==> src/pkg/umls_pkg.sv <==
// Purpose: constants for the modem control / line status / modem status block
// Assumes: AXI4-Lite slave, 32-bit data, one register per aligned word
package umls_pkg;
  localparam int          ADDR_W       = 8;
  localparam logic [7:0]  OFF_DATA     = 8'h00;  // write: holding reg, read: receive reg
  localparam logic [7:0]  OFF_MCTRL    = 8'h04;
  localparam logic [7:0]  OFF_LSTAT    = 8'h08;
  localparam logic [7:0]  OFF_MSTAT    = 8'h0c;
  localparam logic [7:0]  OFF_CONFIG   = 8'h10;
  // modem_control fields
  localparam int          MC_DTR       = 0;
  localparam int          MC_RTS       = 1;
  localparam int          MC_SEL       = 2;
  localparam int          MC_IMM       = 3;
  localparam int          MC_LOOP      = 4;
  // config fields
  localparam int          CF_FIFO      = 0;
  localparam int          CF_LSIE      = 2;
  localparam int          CF_MSIE      = 3;
  localparam int          CF_TXDIS     = 4;
  localparam int          CF_AUTO      = 6;
  localparam logic [7:0]  MCTRL_RESET  = 8'h00;
  localparam logic [7:0]  CONFIG_RESET = 8'h00;
  localparam logic [1:0]  RESP_OKAY    = 2'b00;
  localparam logic [1:0]  RESP_SLVERR  = 2'b10;
endpackage : umls_pkg

==> src/design/umls_top.sv <==
// Purpose: per-channel modem control, line status and modem status logic
// Assumes: serial shifters live outside; they hand over characters as strobes
// Notes: modem pins and rx line are asynchronous and pass two flip-flops
//
// The AXI4-Lite slave port and the address map are this design's own decisions.
`timescale 1ns/10ps
`default_nettype none
module umls_top #(
  parameter int DEPTH   = 64,  // fifo depth
  parameter int FLOW_HI = 56   // receive level that deasserts the flow pin
) (
  input  wire logic                      clk,            // 100 MHz
  input  wire logic                      rst_n,          // async, active low
  input  wire logic [umls_pkg::ADDR_W-1:0] s_axi_awaddr, // write address
  input  wire logic                      s_axi_awvalid,  // write address valid
  output logic                           s_axi_awready,  // write address ready
  input  wire logic [31:0]               s_axi_wdata,    // write data
  input  wire logic [3:0]                s_axi_wstrb,    // byte enables
  input  wire logic                      s_axi_wvalid,   // write data valid
  output logic                           s_axi_wready,   // write data ready
  output logic [1:0]                     s_axi_bresp,    // write response
  output logic                           s_axi_bvalid,   // write response valid
  input  wire logic                      s_axi_bready,   // write response ready
  input  wire logic [umls_pkg::ADDR_W-1:0] s_axi_araddr, // read address
  input  wire logic                      s_axi_arvalid,  // read address valid
  output logic                           s_axi_arready,  // read address ready
  output logic [31:0]                    s_axi_rdata,    // read data
  output logic [1:0]                     s_axi_rresp,    // read response
  output logic                           s_axi_rvalid,   // read data valid
  input  wire logic                      s_axi_rready,   // read data ready
  output logic                           txValid,        // character offered to shifter
  output logic [7:0]                     txData,         // character
  input  wire logic                      txReady,        // shifter takes it
  input  wire logic                      txShiftBusy,    // shifter holds a character
  input  wire logic                      swFlowPending,  // xon/xoff waiting to go out
  input  wire logic                      rxValid,        // received character strobe
  input  wire logic [7:0]                rxData,         // received character
  input  wire logic                      rxParityErr,    // with rxValid
  input  wire logic                      rxFrameErr,     // with rxValid
  input  wire logic                      rxBreak,        // line low for a full frame
  input  wire logic                      rxLine,         // raw receive pin
  input  wire logic                      ctsN,           // clear-to-send pin
  input  wire logic                      dsrN,           // set-ready pin
  input  wire logic                      carrierDetectN, // carrier detect pin
  input  wire logic                      ringIndicatorN, // ring indicator pin
  output logic                           rtsN,           // request-to-send pin
  output logic                           dtrN,           // terminal-ready pin
  output logic                           lineStatusIrq,  // line status interrupt
  output logic                           modemStatusIrq  // modem status interrupt
);
  import umls_pkg::*;
  localparam int AW = $clog2(DEPTH);
  localparam logic [AW:0] FULL_CNT = (AW+1)'(DEPTH);
  localparam logic [AW:0] HI_CNT   = (AW+1)'(FLOW_HI);

  function automatic logic [AW-1:0] ptrInc(input logic [AW-1:0] p);
    ptrInc = (p == AW'(DEPTH - 1)) ? '0 : p + 1'b1;
  endfunction : ptrInc

  logic rstSync1, rstSync2, rstN;
  always_ff @(posedge clk or negedge rst_n) begin
    if (!rst_n) begin
      rstSync1 <= 1'b0;
      rstSync2 <= 1'b0;
    end else begin
      rstSync1 <= 1'b1;
      rstSync2 <= rstSync1;
    end
  end
  assign rstN = rstSync2;

  // pins: first stage read only by the second
  logic [4:0] pinMeta, pinSync;
  always_ff @(posedge clk or negedge rstN) begin
    if (!rstN) begin
      pinMeta <= 5'h1f;
      pinSync <= 5'h1f;
    end else begin
      pinMeta <= {rxLine, ringIndicatorN, carrierDetectN, dsrN, ctsN};
      pinSync <= pinMeta;
    end
  end

  logic [7:0] modemCtrl, cfgReg;
  logic       loopOn;
  assign loopOn = modemCtrl[MC_LOOP];

  // ---------------- AXI4-Lite slave ----------------
  logic                awHeld, wHeld;
  logic [ADDR_W-1:0]   awAddr;
  logic [31:0]         wData;
  logic                wByte0;
  logic                doWrite, doRead;
  logic [ADDR_W-1:0]   rAddr;
  assign s_axi_awready = !awHeld && !s_axi_bvalid;
  assign s_axi_wready  = !wHeld && !s_axi_bvalid;
  assign s_axi_arready = !s_axi_rvalid;
  assign doWrite = awHeld && wHeld && !s_axi_bvalid;
  assign doRead  = s_axi_arvalid && s_axi_arready;
  assign rAddr   = s_axi_araddr;

  always_ff @(posedge clk or negedge rstN) begin
    if (!rstN) begin
      awHeld <= 1'b0;
      wHeld  <= 1'b0;
      awAddr <= '0;
      wData  <= '0;
      wByte0 <= 1'b0;
    end else begin
      if (s_axi_awvalid && s_axi_awready) begin
        awHeld <= 1'b1;
        awAddr <= s_axi_awaddr;
      end else if (doWrite) begin
        awHeld <= 1'b0;
      end
      if (s_axi_wvalid && s_axi_wready) begin
        wHeld  <= 1'b1;
        wData  <= s_axi_wdata;
        wByte0 <= s_axi_wstrb[0];
      end else if (doWrite) begin
        wHeld <= 1'b0;
      end
    end
  end

  logic wrData, wrMctrl, wrConfig, wrMapped;
  assign wrData   = doWrite && wByte0 && awAddr == OFF_DATA;
  assign wrMctrl  = doWrite && wByte0 && awAddr == OFF_MCTRL;
  assign wrConfig = doWrite && wByte0 && awAddr == OFF_CONFIG;
  assign wrMapped = awAddr == OFF_DATA || awAddr == OFF_MCTRL || awAddr == OFF_CONFIG;

  always_ff @(posedge clk or negedge rstN) begin
    if (!rstN) begin
      s_axi_bvalid <= 1'b0;
      s_axi_bresp  <= RESP_OKAY;
    end else if (doWrite) begin
      s_axi_bvalid <= 1'b1;
      s_axi_bresp  <= wrMapped ? RESP_OKAY : RESP_SLVERR;
    end else if (s_axi_bready) begin
      s_axi_bvalid <= 1'b0;
    end
  end

  // ---------------- receive fifo ----------------
  logic [10:0]   rxMem [DEPTH];  // {break, framing, parity, data}
  logic [AW-1:0] rxWr, rxRd;
  logic [AW:0]   rxCount, errCount;
  logic          rxFull, rxPush, rxPop, breakActive, overrun;
  logic [10:0]   rxIn, rxTop;
  assign rxFull = cfgReg[CF_FIFO] ? (rxCount == FULL_CNT) : (rxCount != '0);
  // a break pushes once per low period
  assign rxIn   = rxBreak ? 11'h400 : {1'b0, rxFrameErr, rxParityErr, rxData};
  assign rxPush = ((rxValid && !rxBreak) || (rxBreak && !breakActive)) && !rxFull;
  assign rxPop  = doRead && rAddr == OFF_DATA && rxCount != '0;
  assign rxTop  = rxMem[rxRd];

  always_ff @(posedge clk) begin
    if (rxPush) begin
      rxMem[rxWr] <= rxIn;
    end
  end

  always_ff @(posedge clk or negedge rstN) begin
    if (!rstN) begin
      rxWr     <= '0;
      rxRd     <= '0;
      rxCount  <= '0;
      errCount <= '0;
    end else begin
      if (rxPush) begin
        rxWr <= ptrInc(rxWr);
      end
      if (rxPop) begin
        rxRd <= ptrInc(rxRd);
      end
      rxCount  <= rxCount + (AW+1)'(rxPush) - (AW+1)'(rxPop);
      errCount <= errCount + (AW+1)'(rxPush && |rxIn[10:8])
                           - (AW+1)'(rxPop && |rxTop[10:8]);
    end
  end

  // set wins over the clear in both flags
  always_ff @(posedge clk or negedge rstN) begin
    if (!rstN) begin
      breakActive <= 1'b0;
      overrun     <= 1'b0;
    end else begin
      if (rxBreak) begin
        breakActive <= 1'b1;
      end else if (pinSync[4]) begin
        breakActive <= 1'b0;
      end
      if ((rxValid || rxBreak) && rxFull) begin
        overrun <= 1'b1;
      end else if (doRead && rAddr == OFF_LSTAT) begin
        overrun <= 1'b0;
      end
    end
  end

  // ---------------- transmit path ----------------
  logic [7:0]    txMem [DEPTH];
  logic [AW-1:0] txWr, txRd;
  logic [AW:0]   txCount;
  logic          txFull, txPush, txPop, immPending, immTake, flowStop;
  logic [7:0]    immByte;
  assign immTake = wrData && modemCtrl[MC_IMM] && !loopOn && !cfgReg[CF_TXDIS];
  assign txFull  = cfgReg[CF_FIFO] ? (txCount == FULL_CNT) : (txCount != '0);
  assign txPush  = wrData && !immTake && !txFull;
  // dsr pair selected: a high set-ready holds back the next character
  assign flowStop = cfgReg[CF_AUTO] &&
                    (modemCtrl[MC_SEL] ? pinSync[1] : pinSync[0]);
  assign txValid = !flowStop && !cfgReg[CF_TXDIS] && !swFlowPending &&
                   (immPending || txCount != '0);
  assign txData  = immPending ? immByte : txMem[txRd];
  assign txPop   = txValid && txReady && !immPending;

  always_ff @(posedge clk) begin
    if (txPush) begin
      txMem[txWr] <= wData[7:0];
    end
  end

  always_ff @(posedge clk or negedge rstN) begin
    if (!rstN) begin
      txWr       <= '0;
      txRd       <= '0;
      txCount    <= '0;
      immPending <= 1'b0;
      immByte    <= 8'h00;
    end else begin
      if (txPush) begin
        txWr <= ptrInc(txWr);
      end
      if (txPop) begin
        txRd <= ptrInc(txRd);
      end
      txCount <= txCount + (AW+1)'(txPush) - (AW+1)'(txPop);
      if (immTake) begin
        immPending <= 1'b1;
        immByte    <= wData[7:0];
      end else if (txValid && txReady) begin
        immPending <= 1'b0;
      end
    end
  end

  // ---------------- control registers ----------------
  always_ff @(posedge clk or negedge rstN) begin
    if (!rstN) begin
      modemCtrl <= MCTRL_RESET;
      cfgReg    <= CONFIG_RESET;
    end else begin
      if (wrMctrl) begin
        modemCtrl <= {3'b000, wData[4:0]};
      end else if (immTake) begin
        modemCtrl[MC_IMM] <= 1'b0;
      end
      if (wrConfig) begin
        cfgReg <= wData[7:0] & 8'h5d;
      end
    end
  end

  // pins are active low; auto flow takes the selected output
  logic autoRts, autoDtr, flowHold;
  assign flowHold = rxCount >= HI_CNT;
  assign autoRts  = cfgReg[CF_AUTO] && !modemCtrl[MC_SEL];
  assign autoDtr  = cfgReg[CF_AUTO] && modemCtrl[MC_SEL];
  always_ff @(posedge clk or negedge rstN) begin
    if (!rstN) begin
      rtsN <= 1'b1;
      dtrN <= 1'b1;
    end else begin
      rtsN <= loopOn || (autoRts ? flowHold : !modemCtrl[MC_RTS]);
      dtrN <= loopOn || (autoDtr ? flowHold : !modemCtrl[MC_DTR]);
    end
  end

  // ---------------- modem status ----------------
  logic [3:0] modemNow, modemLast, delta;  // {cd, ri, dsr, cts}
  assign modemNow = loopOn ?
      {modemCtrl[MC_IMM], modemCtrl[MC_SEL], modemCtrl[MC_DTR], modemCtrl[MC_RTS]} :
      ~{pinSync[2], pinSync[3], pinSync[1], pinSync[0]};
  always_ff @(posedge clk or negedge rstN) begin
    if (!rstN) begin
      modemLast <= 4'h0;
      delta     <= 4'h0;
    end else begin
      modemLast <= modemNow;
      for (int i = 0; i < 4; i++) begin
        if (modemNow[i] != modemLast[i]) begin
          delta[i] <= 1'b1;
        end else if (doRead && rAddr == OFF_MSTAT) begin
          delta[i] <= 1'b0;
        end
      end
    end
  end

  logic [7:0] lineStat, modemStat;
  assign lineStat = {errCount != '0,
                     txCount == '0 && !immPending && !txShiftBusy,
                     txCount == '0 && !immPending,
                     breakActive || (rxCount != '0 && rxTop[10]),
                     rxCount != '0 && rxTop[9],
                     rxCount != '0 && rxTop[8],
                     overrun,
                     rxCount != '0};
  assign modemStat = {modemNow[3], modemNow[2], modemNow[1], modemNow[0],
                      delta[3], delta[2], delta[1], delta[0]};

  always_ff @(posedge clk or negedge rstN) begin
    if (!rstN) begin
      lineStatusIrq  <= 1'b0;
      modemStatusIrq <= 1'b0;
    end else begin
      lineStatusIrq  <= cfgReg[CF_LSIE] && (errCount != '0 || overrun);
      modemStatusIrq <= cfgReg[CF_MSIE] && |delta;
    end
  end

  // read data is captured at the address handshake so side effects match it
  always_ff @(posedge clk or negedge rstN) begin
    if (!rstN) begin
      s_axi_rvalid <= 1'b0;
      s_axi_rdata  <= 32'h0000_0000;
      s_axi_rresp  <= RESP_OKAY;
    end else if (doRead) begin
      s_axi_rvalid <= 1'b1;
      s_axi_rresp  <= RESP_OKAY;
      case (rAddr)
        OFF_DATA:   s_axi_rdata <= {24'h0, rxCount != '0 ? rxTop[7:0] : 8'h00};
        OFF_MCTRL:  s_axi_rdata <= {24'h0, modemCtrl};
        OFF_LSTAT:  s_axi_rdata <= {24'h0, lineStat};
        OFF_MSTAT:  s_axi_rdata <= {24'h0, modemStat};
        OFF_CONFIG: s_axi_rdata <= {24'h0, cfgReg};
        default: begin
          s_axi_rdata <= 32'h0000_0000;
          s_axi_rresp <= RESP_SLVERR;
        end
      endcase
    end else if (s_axi_rready) begin
      s_axi_rvalid <= 1'b0;
    end
  end

  // ---------------- checks ----------------
  imm_clears_a: assert property (@(posedge clk) disable iff (!rstN)
      immTake |=> !modemCtrl[MC_IMM] && immPending) else $error("immediate bit kept");
  imm_first_a: assert property (@(posedge clk) disable iff (!rstN)
      immTake |=> txData == $past(wData[7:0])) else $error("queued byte first");
  imm_txdis_a: assert property (@(posedge clk) disable iff (!rstN)
      wrData && cfgReg[CF_TXDIS] |=> !immPending || $past(immPending))
      else $error("immediate while disabled");
  dsr_stop_a: assert property (@(posedge clk) disable iff (!rstN)
      cfgReg[CF_AUTO] && modemCtrl[MC_SEL] && pinSync[1] |-> !txValid)
      else $error("sent while set-ready high");
  rts_pin_a: assert property (@(posedge clk) disable iff (!rstN)
      !loopOn && !cfgReg[CF_AUTO] |=> rtsN == !$past(modemCtrl[MC_RTS]))
      else $error("rts pin wrong");
  dtr_pin_a: assert property (@(posedge clk) disable iff (!rstN)
      !loopOn && !cfgReg[CF_AUTO] |=> dtrN == !$past(modemCtrl[MC_DTR]))
      else $error("dtr pin wrong");
  overrun_keep_a: assert property (@(posedge clk) disable iff (!rstN)
      rxValid && rxFull && !rxPop |=> overrun && $stable(rxCount))
      else $error("overrun mishandled");
  ready_flag_a: assert property (@(posedge clk) disable iff (!rstN)
      lineStat[0] == (rxCount != '0) && (!lineStat[7] || lineStat[0]))
      else $error("data ready wrong");
  temt_flag_a: assert property (@(posedge clk) disable iff (!rstN)
      lineStat[6] |-> lineStat[5] && !txShiftBusy) else $error("empty flag wrong");
  loop_cd_a: assert property (@(posedge clk) disable iff (!rstN)
      loopOn |-> modemStat[7] == modemCtrl[MC_IMM] && modemStat[6] == modemCtrl[MC_SEL])
      else $error("loopback status wrong");
  delta_read_a: assert property (@(posedge clk) disable iff (!rstN)
      doRead && rAddr == OFF_MSTAT && modemNow == modemLast |=> delta == 4'h0)
      else $error("delta not cleared");
  brk_once_a: assert property (@(posedge clk) disable iff (!rstN)
      breakActive && rxBreak |-> !rxPush) else $error("second break char");

  imm_sent_c: cover property (@(posedge clk) disable iff (!rstN) immPending && txValid && txReady);
  overrun_c:  cover property (@(posedge clk) disable iff (!rstN) rxValid && rxFull);
  delta_c:    cover property (@(posedge clk) disable iff (!rstN) modemStatusIrq);
  flow_c:     cover property (@(posedge clk) disable iff (!rstN) flowStop && txCount != '0);
endmodule : umls_top
`default_nettype wire

==> config.mk <==
export PLATFORM = sky130hd
export DESIGN_NAME = umls_top
export DESIGN_NICKNAME = d
export VERILOG_FILES = /design/src/pkg/umls_pkg.sv /design/src/design/umls_top.sv
export SDC_FILE = /design/constraint.sdc
export NUM_CORES = 2
export LEC_CHECK = 0
export BUFFER_PORTS_ARGS = -buffer_cell sky130_fd_sc_hd__buf_4
export CAP_MARGIN = 20
export CORE_AREA = 2 2 311 313
export DETAILED_ROUTE_END_ITERATION = 16
export DIE_AREA = 0 0 313 315
export PLACE_DENSITY_LB_ADDON = 0.12
export REMOVE_ABC_BUFFERS = 1
export SYNTH_ARGS = -nofsm -noshare
export SYNTH_HDL_FRONTEND = slang
export SYNTH_SLANG_ARGS = --single-unit
==> constraint.sdc <==
create_clock -name clk -period 7.25 [get_ports clk]
set_input_delay 1.45 -clock clk [delete_from_list [all_inputs] [get_ports clk]]
set_output_delay 1.45 -clock clk [all_outputs]
set_load 0.02 [all_outputs]
# Word level (Yosys, flattened, before mapping)
# Memories as Yosys holds them, arrays and structs flattened.
# Cells that the tools add are included.
# Widths: inputs -> output; s select.
# op_classes
addsub,10
n_lt_le_gt_ge,1
eq_ne,16
muxes,40
bitwise_logic,1
n_reduce_logical,90
# ops
cell,count
$logic_and 1x1->1,41
$pmux 8 s5,1
$mux 1,29
$add 6x1->6 const B,4
$eq 6x6->1 const B,4
$mux 6,4
$reduce_bool 2->1,12
$add 7x1->7,3
$reduce_bool 7->1,3
$sub 7x1->7,3
$logic_not 1->1,18
$eq 8x3->1 const B,2
$eq 8x4->1 const B,2
$eq 8x5->1 const B,2
$logic_not 8->1,2
$mux 8,2
$eq 7x7->1 const B,2
$mux 11,1
$logic_or 1x1->1,9
$ge 7x6->1 const B,1
$logic_not 7->1,1
$reduce_or 3->1,2
$reduce_or 5->1,1
$mux 2,2
4 further kinds,7
# totals
reg_bits,147
ram_bits,1216
input_bits,79
output_inout_bits,54
elab_cells,197
n_memories,2
# memory_table
name,depth,width,rd,rd_ports_with_merged_regs,wr,line,source
rxMem,64,11,1,0,1,umls_top.sv:145,logic [10:0] rxMem [DEPTH];
txMem,64,8,1,0,1,umls_top.sv:202,logic [7:0] txMem [DEPTH];

# Logic depth before layout (Yosys ltp)
# depth
depth_word,12
depth_mapped,21
mapped_depth_nobuf,18

# Worst setup path after synthesis
# OpenSTA, ideal clock, no wires.
# synth_timing
kind,input port to flip-flop
from,input s_axi_araddr[0] (netlist name)
to,register rxCount[6]
setup_ns,0.122
t_arrival_ns,4.585
required_time_ns,7.128
setup_slack_ns,2.542
stages,16
n_path_buf,0
path_cell_list,or4_1 or3_1 nor3_2 nand2_1 inv_1 ha_1 inv_1 ha_1 inv_1 fa_1 nand2b_1 a21oi_1 o21ai_0 a21oi_1 nor2_1 xnor2_1
# synth_via
elab_chain_len,4
# synth_lines
item,line,source
"start, declared",umls_top.sv:24,"input wire logic [umls_pkg::ADDR_W-1:0] s_axi_araddr,"
$logic_not 8->1,umls_top.sv:154,assign rxPop = doRead && rAddr == OFF_DATA && rxCount != '0;
$logic_and 1x1->1 (2 in a row),umls_top.sv:154,
named net rxPop,umls_top.sv:148,"logic rxFull, rxPush, rxPop, breakActive, overrun;"
$sub 7x1->7,umls_top.sv:176,rxCount <= rxCount + (AW+1)'(rxPush) - (AW+1)'(rxPop);
"end signal, assigned",umls_top.sv:176,
"end, declared",umls_top.sv:147,"logic [AW:0] rxCount, errCount;"
# The timed path passes the listed nets, and every way through them passes these cells.
# A chain may end at the register's enable or synchronous reset.

# Worst setup path after layout
# layout_timing
from,register txRd[0]
to,output txData[0]
# layout_via
elab_chain_len,2
# layout_lines
item,line,source
"start, declared",umls_top.sv:203,"logic [AW-1:0] txWr, txRd;"
"start signal, assigned",umls_top.sv:236,txRd <= ptrInc(txRd);
$mem_v2 64x8,n/a,
$mux 8,umls_top.sv:215,assign txData = immPending ? immByte : txMem[txRd];
"end, declared",umls_top.sv:32,"output logic [7:0] txData,"
# Every way passes these cells.

==> summary.txt <==
Status = finished clean
Ys flop type = edfxtp_1
EDFF count, synth = 1216
First-pass GRT wire length = 176.9 mm
IO buf count = 79
Clock Sinks = 1337
Leak = 19.71 nW
Number of H-tree levels = 4
Nature of the critical path endpoint = output pin
Area of the core = 95710 sq um
Post-synth ARST share = 9.050%
Pwr/cell area = 330.2 nW/um^2
WL/cell = 28.83 um
DRT Pass-1 Iters = 7
Worst path arrival time = 4.31 ns
WS Path Type = flop to output pin
Worst Skew = 0.02626 ns
CTS Buffer Depth = 3
Critical Path Start Type = flop
Synth cell types = 70
Final wirelength = 120.7 mm
Clock root buffer = clkbuf_16
Synthesized flop and latch total = 1337
DR vias/cell = 6.136
Starting Density = 55.43%
Final min period = 5.762 ns
DIE AREA = 98600 sq um
Global placement routability congestion = 0.8994
Initial antenna violation count = 2
Num ports = 133
Ys Warns = 0
Mapped Cells = 2602
Sequential area share after synthesis = 74.56%
Worst slew pin tran = 1.171 ns
Hold-fix buffers, CTS = 0
Vias post-DR = 25690
Reg clk slew, reported paths = 0.06 ns
Peak supply drop = 0.0002344 V
Drt first-iter violations = 2741
Critical Path RT = 5.80 ns
Routed Antenna Nets = 0
Gr ovfl total = 0
Peak Freq = 173.6 MHz
Die Ht = 315 um
Via count of the first global-routing pass = 26310
Post-cts resize count = 0
Row count = 114
Layout area overhead = 13.18%
Worst-Skew Late Latency = 0.74 ns
Chip width = 313 um
Slew HR = 21.66%
Max Slew Vio Count = 0
Nets@finish = 2920
Class of the worst hold path = flop to flop
Largest net degree at the start of global routing = 70
Crit path max fanout = 45
Power, Total = 19.83 mW
Mapped Area = 53060 sq um
Final Setup Violations = 0
Detailed placement HPWL = 75.17 mm
GRT Overall Usage = 24.91%
Pre-CTS setup slack = 1.879 ns
Avg Inst Size Synth = 20.39 sq um
TritonCTS Buffers = 138
RSZ-0062 raised after global routing = no
Post-CTS setup buffers = 0
Setup WS post-layout = 1.488 ns
Max Cap Violations = 0
Final hold vios = 0
Fill count = 6573
TritonCTS clock tree = yes
Post-route DRC violation count = 0
Final period utilization = 79.48%
Share of layout cells above drive strength 1 = 28.15%
[cell usage in the layout, fill, tap and decap left out, types with 10 or more instances in the layout]
cell	n
dfrtp_2	11
conb_1	27
nor2_1	167
mux2i_1	62
a21oi_1	39
buf_6	20
mux4_2	339
dfrtp_1	93
ha_1	35
mux2_2	54
a22oi_1	23
clkbuf_1	38
o21ai_0	25
clkinv_2	16
xnor2_1	22
edfxtp_1	1216
o221ai_1	15
clkinv_1	22
nand2_1	72
buf_4	161
and2_1	10
inv_1	50
nor2b_1	12
nor2b_4	10
nand3_1	26
dfstp_2	12
clkbuf_16	144
[final cells by class]
cell class / count / area, sq um / share of cell area, %
clock buffers: 188 / 3822 / 6.366
well taps: 1276 / 1597 / 2.659
clock inverters: 58 / 528.0 / 0.8793
inverters: 50 / 187.7 / 0.3126
multi-input cells: 1087 / 12730 / 21.19
flip-flops and latches: 1337 / 39590 / 65.93
diodes: 1 / 2.502 / 0.004167
repair buffers: 189 / 1594 / 2.655
[critical path, stage by stage (launching register included)]
cell and delay, ns:
dfrtp_4 1.02, buf_12 0.39, mux4_2 0.62, mux4_2 0.57, mux4_2 0.49, mux2_2 0.28
buf_4 0.16
[synthesized netlist by cell type (6+ instances only)]
master,n,area [sq um]
a21o_1,9,67.56
dfstp_2,12,315.3
mux4_2,339,7635
a22oi_1,23,172.7
nand3_1,26,130.1
clkbuf_1,58,217.7
a31oi_1,6,37.54
nand3b_1,8,60.06
buf_1,20,75.07
o22ai_1,8,50.05
xnor2_1,22,192.7
a211oi_1,9,67.56
buf_4,34,255.2
edfxtp_1,1216,36520
inv_1,50,187.7
mux2_2,54,608.1
nor2_1,167,626.9
nor3_1,8,40.04
o221ai_1,15,131.4
nor2b_1,22,137.6
ha_1,35,437.9
nand2_1,72,270.3
xor2_1,9,78.83
mux2i_1,62,620.6
a21oi_1,39,195.2
buf_2,40,200.2
nand4_1,6,37.54
and2_1,10,62.56
dfrtp_1,109,2728
o21ai_0,25,125.1
[registers in the layout (all words and copies together), names as in the netlist, 6 cells and up]
signal / count
txCount: 7
txMem: 512
rxRd: 6
awAddr: 8
rxWr: 6
immByte: 8
wData: 8
txWr: 6
s_axi_rdata: 8
rxCount: 7
errCount: 7
rxMem: 704
txRd: 6
[power breakdown]
group	total, mW	switching [mW]	internal (mW)
Combinational	3.52	1.86	1.66
Sequential	9.49	0.448	9.04
Clock	6.81	2.83	3.98
[kinds of logic after synthesis]
group / after synthesis / synth area share (%)
AO/OA/AOI/OAI: 187 / 2.462
other: 2 / 0.01415
multiplexers: 455 / 16.71
adder cells (fa/ha/maj): 38 / 0.9386
flip-flops: 1337 / 74.56
buffers and inverters: 203 / 1.785
XOR/XNOR: 31 / 0.5117
AND/OR/NAND/NOR: 349 / 3.023
[stage by stage]
stage               util, %  instance area, sq um  cells  hold WS, ns  setup TNS (ns)
finish                62.74                 60050   4186       0.3477               0
CTS                   62.51                 59830   4166       0.3454               0
global route          62.74                 60050   4185       0.3503               0
floorplan                 -                 52390   2474       0.3312          -28.10
global placement      57.78                 55300   3903       0.3372               0
detailed placement    57.96                 55480   3920       0.3355               0
[final timing paths]
check,from,end,slack [ns],depth (start not counted)
max,txRd[0]$_DFFE_PN0P_,txData[0],1.49,6
min,rstSync1$_DFF_PN0_,rstN$_DFF_PN0_,0.35,0
max reg2reg,rxRd[0]$_DFFE_PN0P_,errCount[6]$_DFF_PN0_,2.12,17
min reg2reg,rstSync1$_DFF_PN0_,rstN$_DFF_PN0_,0.35,0
max in group asynchronous,rstN$_DFF_PN0_,rxRd[0]$_DFFE_PN0P_,5.35,1
min in group asynchronous,rstN$_DFF_PN0_,awAddr[1]$_DFFE_PN0P_,0.43,0
[routing by layer]
layer	global-route usage (%)	vias to the layer above	share of wire, %
met3	4.269	233	6.1
met4	9.602	2	3.5
met5	0	-	0.0083
met2	41.24	913	51
met1	33.56	13560	39
li1	-	10980	-
(Power assumes the default switching activity.)
